## src/hdl/swrc_regs.vh

```
// Register offsets, field positions, reset values and timing for the route config block
`ifndef SWRC_REGS_VH
`define SWRC_REGS_VH
// ==========================================================
// Register offsets
`define SWRC_OFF_FAST      8'h00
`define SWRC_OFF_AUX       8'h01
`define SWRC_OFF_TERM      8'h10
`define SWRC_OFF_PULSE1    8'h11
`define SWRC_OFF_PULSE2    8'h12
// ==========================================================
// Reset values
`define SWRC_RST_FAST      8'h40
`define SWRC_RST_AUX       8'h40
`define SWRC_RST_TERM      8'h01
`define SWRC_RST_PULSE     8'h00
`define SWRC_RST_SRC       4'h0
// ==========================================================
// Field positions
`define SWRC_EN_BIT        6
`define SWRC_MODE_HI       5
`define SWRC_MODE_LO       4
`define SWRC_SEL_HI        3
`define SWRC_SEL_LO        0
`define SWRC_TERM_BIT      0
// ==========================================================
// Mode codes
`define SWRC_MODE_QUAD     2'h0
`define SWRC_MODE_DUAL     2'h1
`define SWRC_MODE_SINGLE   2'h2
`define SWRC_MODE_ILLEGAL  2'h3
// ==========================================================
// Termination pulse time
`define SWRC_PULSE_MS      100
`define SWRC_CLK_KHZ       10000
`define SWRC_PULSE_CYC     (`SWRC_PULSE_MS * `SWRC_CLK_KHZ)
`endif

```

## src/hdl/swrc_pulse_timer.v

```verilog
// One-shot timer that holds an output high for a set number of cycles
module swrc_pulse_timer #(
  parameter integer CYCLES = 1000000
) (
  input  wire i_clk,
  input  wire i_rst,
  input  wire i_start,
  output reg  o_busy
);
  reg  [20:0] count_q;

  // A new start restarts the full interval
  always @(posedge i_clk) begin
    if (i_rst) begin
      count_q <= 21'h00_0000;
      o_busy  <= 1'b0;
    end else if (i_start) begin
      count_q <= CYCLES[20:0] - 21'h00_0001;
      o_busy  <= 1'b1;
    end else if (count_q != 21'h00_0000) begin
      count_q <= count_q - 21'h00_0001;
    end else begin
      o_busy  <= 1'b0;
    end
  end
endmodule // swrc_pulse_timer

```

## src/hdl/swrc_switch_route_config.v

```verilog
// Register bank and routing decode for the link crossbar switch
`include "swrc_regs.vh"

// Behaviour
// RULE1: Enable low turns lanes off, standby
// RULE2: Fast mode 00 quad, 01 dual, 10 single
// RULE3: Fast mode 11 ignored, old mode kept
// RULE4: Quad: low two bits pick whole source
// RULE5: Dual: bits 2:0 pick lane pair
// RULE6: Single: four bits pick one lane
// RULE7: Aux enable low disconnects all aux lines
// RULE8: Aux mode 00 quad, 01 dual, 10 single
// RULE9: Aux mode 11 ignored, old mode kept
// RULE10: Aux quad: low bits pick source
// RULE11: Aux dual: A/C or B/D line n
// RULE12: Aux single: one of sixteen lines
// RULE13: Termination select low turns termination off
// RULE14: Pulse-marked lanes lose termination 100 ms
// RULE15: Routing updates only after complete writes
module swrc_switch_route_config #(
  parameter integer PULSE_CYCLES = `SWRC_PULSE_CYC
) (
  input  wire        i_clk,
  input  wire        i_rst,
  input  wire        i_wr_en,
  input  wire        i_rd_en,
  input  wire [7:0]  i_addr,
  input  wire [7:0]  i_wdata,
  output reg  [7:0]  o_rdata,
  output reg         o_fast_lane_enable,
  output reg         o_standby,
  output reg  [15:0] o_fast_out0_sel,
  output reg  [15:0] o_fast_out1_sel,
  output reg  [15:0] o_fast_out2_sel,
  output reg  [15:0] o_fast_out3_sel,
  output reg  [15:0] o_aux_common0_sel,
  output reg  [15:0] o_aux_common1_sel,
  output reg  [15:0] o_aux_common2_sel,
  output reg  [15:0] o_aux_common3_sel,
  output reg  [15:0] o_input_term_on
);
  // ==========================================================
  // Registers
  reg  [7:0]  fast_q;
  reg  [7:0]  aux_q;
  reg  [7:0]  term_q;
  reg  [15:0] term_pulse_sel_q;
  reg  [3:0]  prev_src_q;
  wire [1:0]  wr_mode = i_wdata[`SWRC_MODE_HI:`SWRC_MODE_LO];
  wire        pulse_busy;
  wire        src_change;

  // Lane index n of source s (s: 0=A..3=D) as a one-hot over 16 inputs
  function [15:0] lane_onehot;
    input [1:0] src;
    input [1:0] lane;
    begin
      lane_onehot = 16'h0001 << {src, lane};
    end
  endfunction

  // Pulse bit order: 7:4 A3..A0, 3:0 B3..B0, 15:8 D0..D3 then C0..C3
  function [15:0] pulse_to_lane;
    input [15:0] p;
    begin
      pulse_to_lane = {p[12], p[13], p[14], p[15], p[8], p[9], p[10], p[11],
                       p[3], p[2], p[1], p[0], p[7], p[6], p[5], p[4]};
    end
  endfunction

  // ==========================================================
  // Register writes; illegal mode writes keep the old mode field
  always @(posedge i_clk) begin
    if (i_rst) begin
      fast_q           <= `SWRC_RST_FAST;
      aux_q            <= `SWRC_RST_AUX;
      term_q           <= `SWRC_RST_TERM;
      term_pulse_sel_q <= {`SWRC_RST_PULSE, `SWRC_RST_PULSE};
    end else if (i_wr_en) begin
      case (i_addr)
        `SWRC_OFF_FAST: begin
          fast_q[`SWRC_EN_BIT]                 <= i_wdata[`SWRC_EN_BIT];
          fast_q[`SWRC_SEL_HI:`SWRC_SEL_LO]    <= i_wdata[`SWRC_SEL_HI:`SWRC_SEL_LO];
          if (wr_mode != `SWRC_MODE_ILLEGAL) begin                // see RULE3
            fast_q[`SWRC_MODE_HI:`SWRC_MODE_LO] <= wr_mode;
          end
        end
        `SWRC_OFF_AUX: begin
          aux_q[`SWRC_EN_BIT]                  <= i_wdata[`SWRC_EN_BIT];
          aux_q[`SWRC_SEL_HI:`SWRC_SEL_LO]     <= i_wdata[`SWRC_SEL_HI:`SWRC_SEL_LO];
          if (wr_mode != `SWRC_MODE_ILLEGAL) begin                // see RULE9
            aux_q[`SWRC_MODE_HI:`SWRC_MODE_LO] <= wr_mode;
          end
        end
        `SWRC_OFF_TERM:   term_q[`SWRC_TERM_BIT] <= i_wdata[`SWRC_TERM_BIT];
        `SWRC_OFF_PULSE1: term_pulse_sel_q[7:0]  <= i_wdata;
        `SWRC_OFF_PULSE2: term_pulse_sel_q[15:8] <= i_wdata;
        default: ;
      endcase
    end
  end

  // ==========================================================
  // Read back; unmapped offsets read zero
  always @(posedge i_clk) begin
    if (i_rst) begin
      o_rdata <= 8'h00;
    end else if (i_rd_en) begin
      case (i_addr)
        `SWRC_OFF_FAST:   o_rdata <= fast_q;
        `SWRC_OFF_AUX:    o_rdata <= aux_q;
        `SWRC_OFF_TERM:   o_rdata <= term_q;
        `SWRC_OFF_PULSE1: o_rdata <= term_pulse_sel_q[7:0];
        `SWRC_OFF_PULSE2: o_rdata <= term_pulse_sel_q[15:8];
        default:          o_rdata <= 8'h00;
      endcase
    end
  end

  // ==========================================================
  // Termination pulse on source change
  assign src_change = (fast_q[`SWRC_SEL_HI:`SWRC_SEL_LO] != prev_src_q);

  always @(posedge i_clk) begin
    if (i_rst) begin
      prev_src_q <= `SWRC_RST_SRC;
    end else begin
      prev_src_q <= fast_q[`SWRC_SEL_HI:`SWRC_SEL_LO];
    end
  end

  swrc_pulse_timer #(
    .CYCLES (PULSE_CYCLES)
  ) u_pulse_timer (
    .i_clk   (i_clk),
    .i_rst   (i_rst),
    .i_start (src_change),
    .o_busy  (pulse_busy)
  );

  // ==========================================================
  // Routing decode; the lane selects are fed only by whole registers, but the termination pulse
  // select is used byte by byte, so it can be half-written (see RULE15)
  wire [1:0]  f_mode      = fast_q[`SWRC_MODE_HI:`SWRC_MODE_LO];
  wire [3:0]  f_sel       = fast_q[`SWRC_SEL_HI:`SWRC_SEL_LO];
  wire [1:0]  a_mode      = aux_q[`SWRC_MODE_HI:`SWRC_MODE_LO];
  wire [3:0]  a_sel       = aux_q[`SWRC_SEL_HI:`SWRC_SEL_LO];
  wire [15:0] f_pair_even = lane_onehot(f_sel[2:1], {f_sel[0], 1'b0});
  wire [15:0] f_pair_odd  = lane_onehot(f_sel[2:1], {f_sel[0], 1'b1});

  always @(posedge i_clk) begin
    if (i_rst) begin
      o_fast_lane_enable <= 1'b0;
      o_standby          <= 1'b1;
      o_fast_out0_sel    <= 16'h0000;
      o_fast_out1_sel    <= 16'h0000;
      o_fast_out2_sel    <= 16'h0000;
      o_fast_out3_sel    <= 16'h0000;
      o_aux_common0_sel  <= 16'h0000;
      o_aux_common1_sel  <= 16'h0000;
      o_aux_common2_sel  <= 16'h0000;
      o_aux_common3_sel  <= 16'h0000;
      o_input_term_on    <= 16'h0000;
    end else begin
      o_fast_lane_enable <= fast_q[`SWRC_EN_BIT];                 // see RULE1
      o_standby          <= ~fast_q[`SWRC_EN_BIT];                // see RULE1
      if (!fast_q[`SWRC_EN_BIT]) begin                            // see RULE1
        o_fast_out0_sel <= 16'h0000;
        o_fast_out1_sel <= 16'h0000;
        o_fast_out2_sel <= 16'h0000;
        o_fast_out3_sel <= 16'h0000;
      end else begin
        case (f_mode)                                             // see RULE2
          `SWRC_MODE_QUAD: begin                                  // see RULE4
            o_fast_out0_sel <= lane_onehot(f_sel[1:0], 2'h0);
            o_fast_out1_sel <= lane_onehot(f_sel[1:0], 2'h1);
            o_fast_out2_sel <= lane_onehot(f_sel[1:0], 2'h2);
            o_fast_out3_sel <= lane_onehot(f_sel[1:0], 2'h3);
          end
          `SWRC_MODE_DUAL: begin                                  // see RULE5
            o_fast_out0_sel <= f_pair_even;
            o_fast_out1_sel <= f_pair_even;
            o_fast_out2_sel <= f_pair_odd;
            o_fast_out3_sel <= f_pair_odd;
          end
          default: begin                                          // see RULE6
            o_fast_out0_sel <= lane_onehot(f_sel[3:2], f_sel[1:0]);
            o_fast_out1_sel <= lane_onehot(f_sel[3:2], f_sel[1:0]);
            o_fast_out2_sel <= lane_onehot(f_sel[3:2], f_sel[1:0]);
            o_fast_out3_sel <= lane_onehot(f_sel[3:2], f_sel[1:0]);
          end
        endcase
      end
      if (!aux_q[`SWRC_EN_BIT]) begin                             // see RULE7
        o_aux_common0_sel <= 16'h0000;
        o_aux_common1_sel <= 16'h0000;
        o_aux_common2_sel <= 16'h0000;
        o_aux_common3_sel <= 16'h0000;
      end else begin
        case (a_mode)                                             // see RULE8
          `SWRC_MODE_QUAD: begin                                  // see RULE10
            o_aux_common0_sel <= lane_onehot(a_sel[1:0], 2'h0);
            o_aux_common1_sel <= lane_onehot(a_sel[1:0], 2'h1);
            o_aux_common2_sel <= lane_onehot(a_sel[1:0], 2'h2);
            o_aux_common3_sel <= lane_onehot(a_sel[1:0], 2'h3);
          end
          `SWRC_MODE_DUAL: begin                                  // see RULE11
            o_aux_common0_sel <= lane_onehot({1'b0, a_sel[2]}, a_sel[1:0]);
            o_aux_common1_sel <= lane_onehot({1'b0, a_sel[2]}, a_sel[1:0]);
            o_aux_common2_sel <= lane_onehot({1'b1, a_sel[2]}, a_sel[1:0]);
            o_aux_common3_sel <= lane_onehot({1'b1, a_sel[2]}, a_sel[1:0]);
          end
          default: begin                                          // see RULE12
            o_aux_common0_sel <= lane_onehot(a_sel[3:2], a_sel[1:0]);
            o_aux_common1_sel <= lane_onehot(a_sel[3:2], a_sel[1:0]);
            o_aux_common2_sel <= lane_onehot(a_sel[3:2], a_sel[1:0]);
            o_aux_common3_sel <= lane_onehot(a_sel[3:2], a_sel[1:0]);
          end
        endcase
      end
      // Pulse only drops lanes while termination is otherwise on
      if (!term_q[`SWRC_TERM_BIT]) begin                          // see RULE13
        o_input_term_on <= 16'h0000;
      end else if (pulse_busy) begin                              // see RULE14
        o_input_term_on <= ~pulse_to_lane(term_pulse_sel_q);
      end else begin
        o_input_term_on <= 16'hFFFF;
      end
    end
  end
endmodule // swrc_switch_route_config

```

## config.mk

```make
export PLATFORM = sky130hd
export DESIGN_NAME = swrc_switch_route_config
export DESIGN_NICKNAME = d
export VERILOG_FILES = /design/src/hdl/swrc_pulse_timer.v /design/src/hdl/swrc_switch_route_config.v
export VERILOG_INCLUDE_DIRS = /design/src /design/src/hdl
export SDC_FILE = /design/constraint.sdc
export NUM_CORES = 1
export LEC_CHECK = 0
export ABC_AREA = 1
export BUFFER_PORTS_ARGS = -buffer_cell sky130_fd_sc_hd__buf_2
export CAP_MARGIN = 20
export CORE_MARGIN = 5
export CORE_UTILIZATION = 42
export CTS_BUF_LIST = sky130_fd_sc_hd__clkbuf_2 sky130_fd_sc_hd__clkbuf_4 sky130_fd_sc_hd__clkbuf_8
export DETAILED_ROUTE_END_ITERATION = 10
export PLACE_DENSITY = 0.71
export SLEW_MARGIN = 20
export SYNTH_ARGS = -nofsm -noshare
export SYNTH_HDL_FRONTEND = slang
export SYNTH_SLANG_ARGS = --single-unit
```

## constraint.sdc

```tcl
create_clock -name i_clk -period 1.9 [get_ports i_clk]
set_input_delay 0.095 -clock i_clk [delete_from_list [all_inputs] [get_ports i_clk]]
set_output_delay 0.095 -clock i_clk [all_outputs]
set_load 0.02 [all_outputs]
```

; ---- Word level (Yosys, flattened, before mapping)
; Index checks and enable logic that the tools add are counted.
[op_classes]
add_sub_neg = 1
n_eq_ne = 9
n_shift = 14
n_mux = 14
bitwise_logic = 4
n_reduce_logical = 16
[op_table]
columns = cell, n
row1 = $pmux 16 s2, 8
row2 = $shl 1x4->16 const A, 13
row3 = $mux 20, 2
row4 = $pmux 8 s5, 1
row5 = $eq 8x5->1 const B, 3
row6 = $reduce_bool 21->1, 1
row7 = $sub 21x1->21 const B, 1
row8 = $mux 16, 1
row9 = $not 16->16, 1
row10 = $shl 1x3->16 const A, 1
row11 = $reduce_and 2->1, 5
row12 = $eq 8x1->1 const B, 1
row13 = $logic_not 8->1, 1
row14 = $reduce_or 2->1, 4
row15 = $reduce_and 3->1, 2
row16 = $eq 2x1->1 const B, 2
row17 = $logic_not 2->1, 2
row18 = $ne 2x2->1 const B, 2
row19 = $ne 4x4->1, 1
row20 = $not 1->1, 3
row21 = $mux 1, 2
row22 = $reduce_bool 2->1, 1
[word_totals]
register_bits = 211
word_cells = 81

; ---- Depth between registers and ports, before layout
[logic_depth]
ltp_word = 3
ltp_mapped = 9
depth_no_buf = 9

; ---- Modules after synthesis
; A second synthesis with hierarchy kept.
[hier_totals]
cells_unflattened = 816
hier_area_um2 = 6734.0
[modules_own_cells]
columns = module, instances, cells_each, area_per_inst_um2, seq_area_each_um2
row1 = swrc_switch_route_config, 1, 631, 5516.5, 3143.0
row2 = swrc_pulse_timer, 1, 185, 1217.4, 440.4

; ---- Worst setup path before layout
; No wires, ideal clock.
[synth_path]
kind = flip-flop to flip-flop
start = register u_pulse_timer.count_q[0]
end = register u_pulse_timer.count_q[16]
setup_time_ns = 0.132
arrival_ns = 1.251
required_ns = 1.768
path_slack_ns = 0.516
stages_incl_launch_ff = 9
n_path_buf = 1
synth_period_minus_slack_ns = 1.384
cell_sequence = dfxtp_1 -> inv_1 -> ha_1 -> nand2_1 -> nor2_1 -> nand3_2 -> buf_6 -> nand3_1 -> a21oi_1
[synth_between]
elab_chain_len = 3
elab_cells_between_ends = 5
cone_classes = add/sub: 1 / mux: 2 / reduce/logical: 2
[synth_lines]
columns = item, line
row1 = start: declaration, swrc_pulse_timer.v:10  ; reg [20:0] count_q;
row2 = start signal: assignment, swrc_pulse_timer.v:18  ; count_q <= CYCLES[20:0] - 21'h00_0001;
row3 = start signal: assignment, swrc_pulse_timer.v:21  ; count_q <= count_q - 21'h00_0001;
row4 = $sub 21x1->21, swrc_pulse_timer.v:21
row5 = $mux 20, swrc_pulse_timer.v:20  ; end else if (count_q != 21'h00_0000) begin
row6 = $mux 20, swrc_pulse_timer.v:17  ; end else if (i_start) begin
; Parallel ways exist; a longest one is shown, timed or not. The select of a mux whose other input is x is not followed.
; A chain may end at the register's enable or synchronous reset.

; ---- Worst setup path in the final report
[layout_path]
start = register u_pulse_timer.count_q[0]
end = register u_pulse_timer.count_q[0]
; The elaborated chain is that of the path after synthesis.

==> flow_summary.yaml <==
status:
  outcome: "complete, no violations"
critical_path:
  worstSetupStartpointType: "flop"
  critPathSlowestCell: "nand3_2"
  cp.required_ns: 2.31
  path_class: "flop to flop"
  worstPathArrival_ns: 2.12
  cp-end-kind: "flop"
  cp_max_fo: 19
  path_cells: "inv_1 -> ha_1 -> nand2_1 -> nor2_1 -> nand3_2 -> nand3_1 -> nand2_1 -> nor2_1"
  max_stage_delay_ns: 0.35
synth:
  synth_ff_type: "dfxtp_1"
  avgSynthCellArea_sq_um: 7.99
  synth-edff-count: 0
  synth-seq-area-share: 0.536
  synth.distinct_cells: 33
  synth_nets: 859
  postSynth.asyncResetShare: 0
  ys_warn_count: 0
  syn_area_sq_um: 6690
  netlist_instances: 837
  ys_ff_latch: 179
timing:
  finalCritPeriodShare: 0.896
  drv_slew: 0
  slew-limit-headroom: 0.603
  setup_viol: 0
  skew_ns: 0.0164
  hold_violations: 0
  min_period_ns: 1.70
  finalSetupTns_ns: 0
  fmax_ghz: 0.587
  worstMarginPinSlew_ns: 0.595
  rsz0062_at_grt: "no"
drt:
  wl_mm: 16.3
  first_pass_iters: 5
  antenna_left: 0
  num_vias: 5647
  routedWlPerCell_microns: 13.3
  first_iter_violations: 342
  drc: 0
  vias_per_cell: 4.62
die:
  dieArea_sq_um: 18500
  start_util: 0.424
  coreArea_sq_um: 15800
  io_pins: 174
  die_x_microns: 136
  rows: 46
  die_h_microns: 136
clock_tree:
  htree_levels: 4
  clock_path_buffers: 2
  cts_root_buf: "clkbuf_8"
  cts.sinks: 179
  cts_tree: "done"
  cts_made_buffers: 17
  clock_latency_ns: 0.47
  cts.reportedPaths.clkPinSlew_ns: 0.10
global_routing:
  grt_max_degree: 27
  grt_pass1_wl_mm: 25.9
  grt-ovfl-total: 0
  grt_pass1_vias: 5144
  globalRouteTotalUtil: 0.176
  antenna_found_initial: 0
cells_and_area:
  multi_input_area_sq_um: 2360
  drive_above_1_share: 0.241
  syn2layout_area_growth_pct: 20.3
  num_antenna_cells: 0
  fin_area_sq_um: 8040
  fillerInstances: 1554
  fin_nets: 1016
  regArea_sq_um: 3580
hold_path:
  worstHoldPathType: "input pin to flop"
placed_design:
  io_buffers: 173
  place_congestion: 0.894
  place_area_sq_um: 7540
  place_hpwl_mm: 12.3
pwr:
  vdd_drop_max_v: 0.000522
  leakagePower_nw: 3.98
  powerDensity_nw_per_um2: 1120
  p_total_mw: 9.01
flow_run:
  maxCapViolCount: 0
==> routing by layer <==
metal,GRT usage,vias up,routed length (microns)
met5,0,-,0
met4,0.0622,0,233
met3,0.0337,19,888
met2,0.284,143,7770
met1,0.237,2551,7420
li1,-,2934,-
==> layout by cell type (no fill, tap or decap), types with 4 or more instances in the layout <==
cell type      instances
inv_1                 99
clkbuf_8              17
buf_2                173
buf_4                 10
a21oi_1               77
xor2_1                 6
nor2_2                 5
nor2_1               123
nand4_1                5
nor3_1                 5
o211ai_1               5
dfxtp_1              179
dlygate4sd3_1         10
inv_8                  5
nand3_1               54
nand2_1              136
o21bai_1               4
or2_2                  5
nand3_2                4
nand2_2                5
o21ai_0               49
inv_6                  5
==> where the power goes <==
part / leakage (nW) / total, mW / internal (mW) / switching, mW
registers: 1.45 / 4.19 / 3.98 / 0.205
logic: 2.32 / 2.20 / 0.785 / 1.41
clock network: 0.204 / 2.62 / 1.02 / 1.60
==> through the flow <==
stage / hold WS [ns] / cells / setup WS, ns / utilization
finish: 0.0755 / 1223 / 0.197 / 0.510
global route: 0.0906 / 1223 / 0.0188 / 0.510
CTS: 0.0520 / 1223 / 0.198 / 0.510
detailed placement: 0.388 / 1181 / 0.133 / 0.478
global placement: 0.377 / 1181 / 0.246 / 0.478
floorplan: 0.164 / 837 / 0.516 / -
==> path summary, 6_finish.rpt <==
check	start	end	slack (ns)	depth (start not counted)
worst max register to register	u_pulse_timer.count_q[0]$_SDFFE_PP0P_	u_pulse_timer.count_q[0]$_SDFFE_PP0P_	0.20	8
worst max-delay path	u_pulse_timer.count_q[0]$_SDFFE_PP0P_	u_pulse_timer.count_q[0]$_SDFFE_PP0P_	0.20	8
worst min register to register	term_pulse_sel_q[15]$_SDFFE_PP0P_	o_input_term_on[12]$_SDFF_PP0_	0.44	1
worst min-delay path	i_addr[4]	term_q[0]$_SDFFE_PP1P_	0.08	5
==> final cells by class <==
| cell class | count | area share |
|---|---|---|
| Sequential cell | 179 | 0.446 |
| Multi-Input combinational cell | 501 | 0.293 |
| Clock inverter | 15 | 0.0215 |
| Clock buffer | 17 | 0.0291 |
| Timing Repair Buffer | 193 | 0.129 |
| Tap cell | 216 | 0.0336 |
| Inverter | 102 | 0.0476 |
==> worst max-delay path, delay by kind of cell (launching register included) <==
kind / cells / cell delay, ns
adders and majority gates: 1 / 0.23
buffers and inverters: 1 / 0.17
DFF: 1 / 0.33
and+or+nand+nor: 6 / 0.91
==> cells in the mapped netlist, types with 2 or more instances <==
cell | instances | area, sq um
nand4_1 | 5 | 31.3
o211ai_1 | 5 | 37.5
nor2_2 | 5 | 31.3
ha_1 | 2 | 25.0
nor3_1 | 5 | 25.0
dfxtp_1 | 179 | 3580
nor3_2 | 2 | 20.0
xor2_1 | 6 | 52.6
a21oi_1 | 77 | 385
nand2_2 | 5 | 31.3
o21bai_1 | 4 | 30.0
buf_6 | 2 | 22.5
buf_2 | 10 | 50.1
inv_2 | 3 | 11.3
clkbuf_1 | 8 | 30.0
nand3_1 | 54 | 270
a31oi_1 | 2 | 12.5
or2_2 | 5 | 31.3
nor2_1 | 123 | 462
nor3_4 | 2 | 32.5
buf_4 | 34 | 255
a21o_1 | 2 | 15.0
xnor2_1 | 3 | 26.3
nand2_1 | 136 | 510
inv_1 | 99 | 372
nand3_2 | 4 | 40.0
o21ai_0 | 49 | 245
==> state kept, by name, summed over array words and instances (netlist names) <==
name,cells
aux_q,7
fast_q,7
o_aux_common0_sel,16
o_aux_common1_sel,8
o_aux_common2_sel,16
o_aux_common3_sel,8
o_fast_lane_enable,1
o_fast_out0_sel,16
o_fast_out1_sel,8
o_fast_out2_sel,16
o_fast_out3_sel,8
o_input_term_on,16
o_rdata,8
o_standby,1
prev_src_q,4
term_pulse_sel_q,16
term_q,1
u_pulse_timer.count_q,21
u_pulse_timer.o_busy,1
==> cell families after synthesis <==
kind of cell	after synthesis	share of synthesized area
AO/OA/AOI/OAI	139	0.109
AND/OR/NAND/NOR	351	0.229
adder cells (fa/ha/maj)	2	0.00374
flip-flops	179	0.536
XOR/XNOR	9	0.0118
buffers and inverters	157	0.111
==> what timing repair did <==
| action | CTS | global route |
|---|---|---|
| resized for setup | 0 | 0 |
| hold buffers | 10 | 0 |
| setup buffers | 0 | 0 |
| endpoints found under the hold margin | 33 | 0 |
No activity file was read; power rests on OpenSTA's default activity.
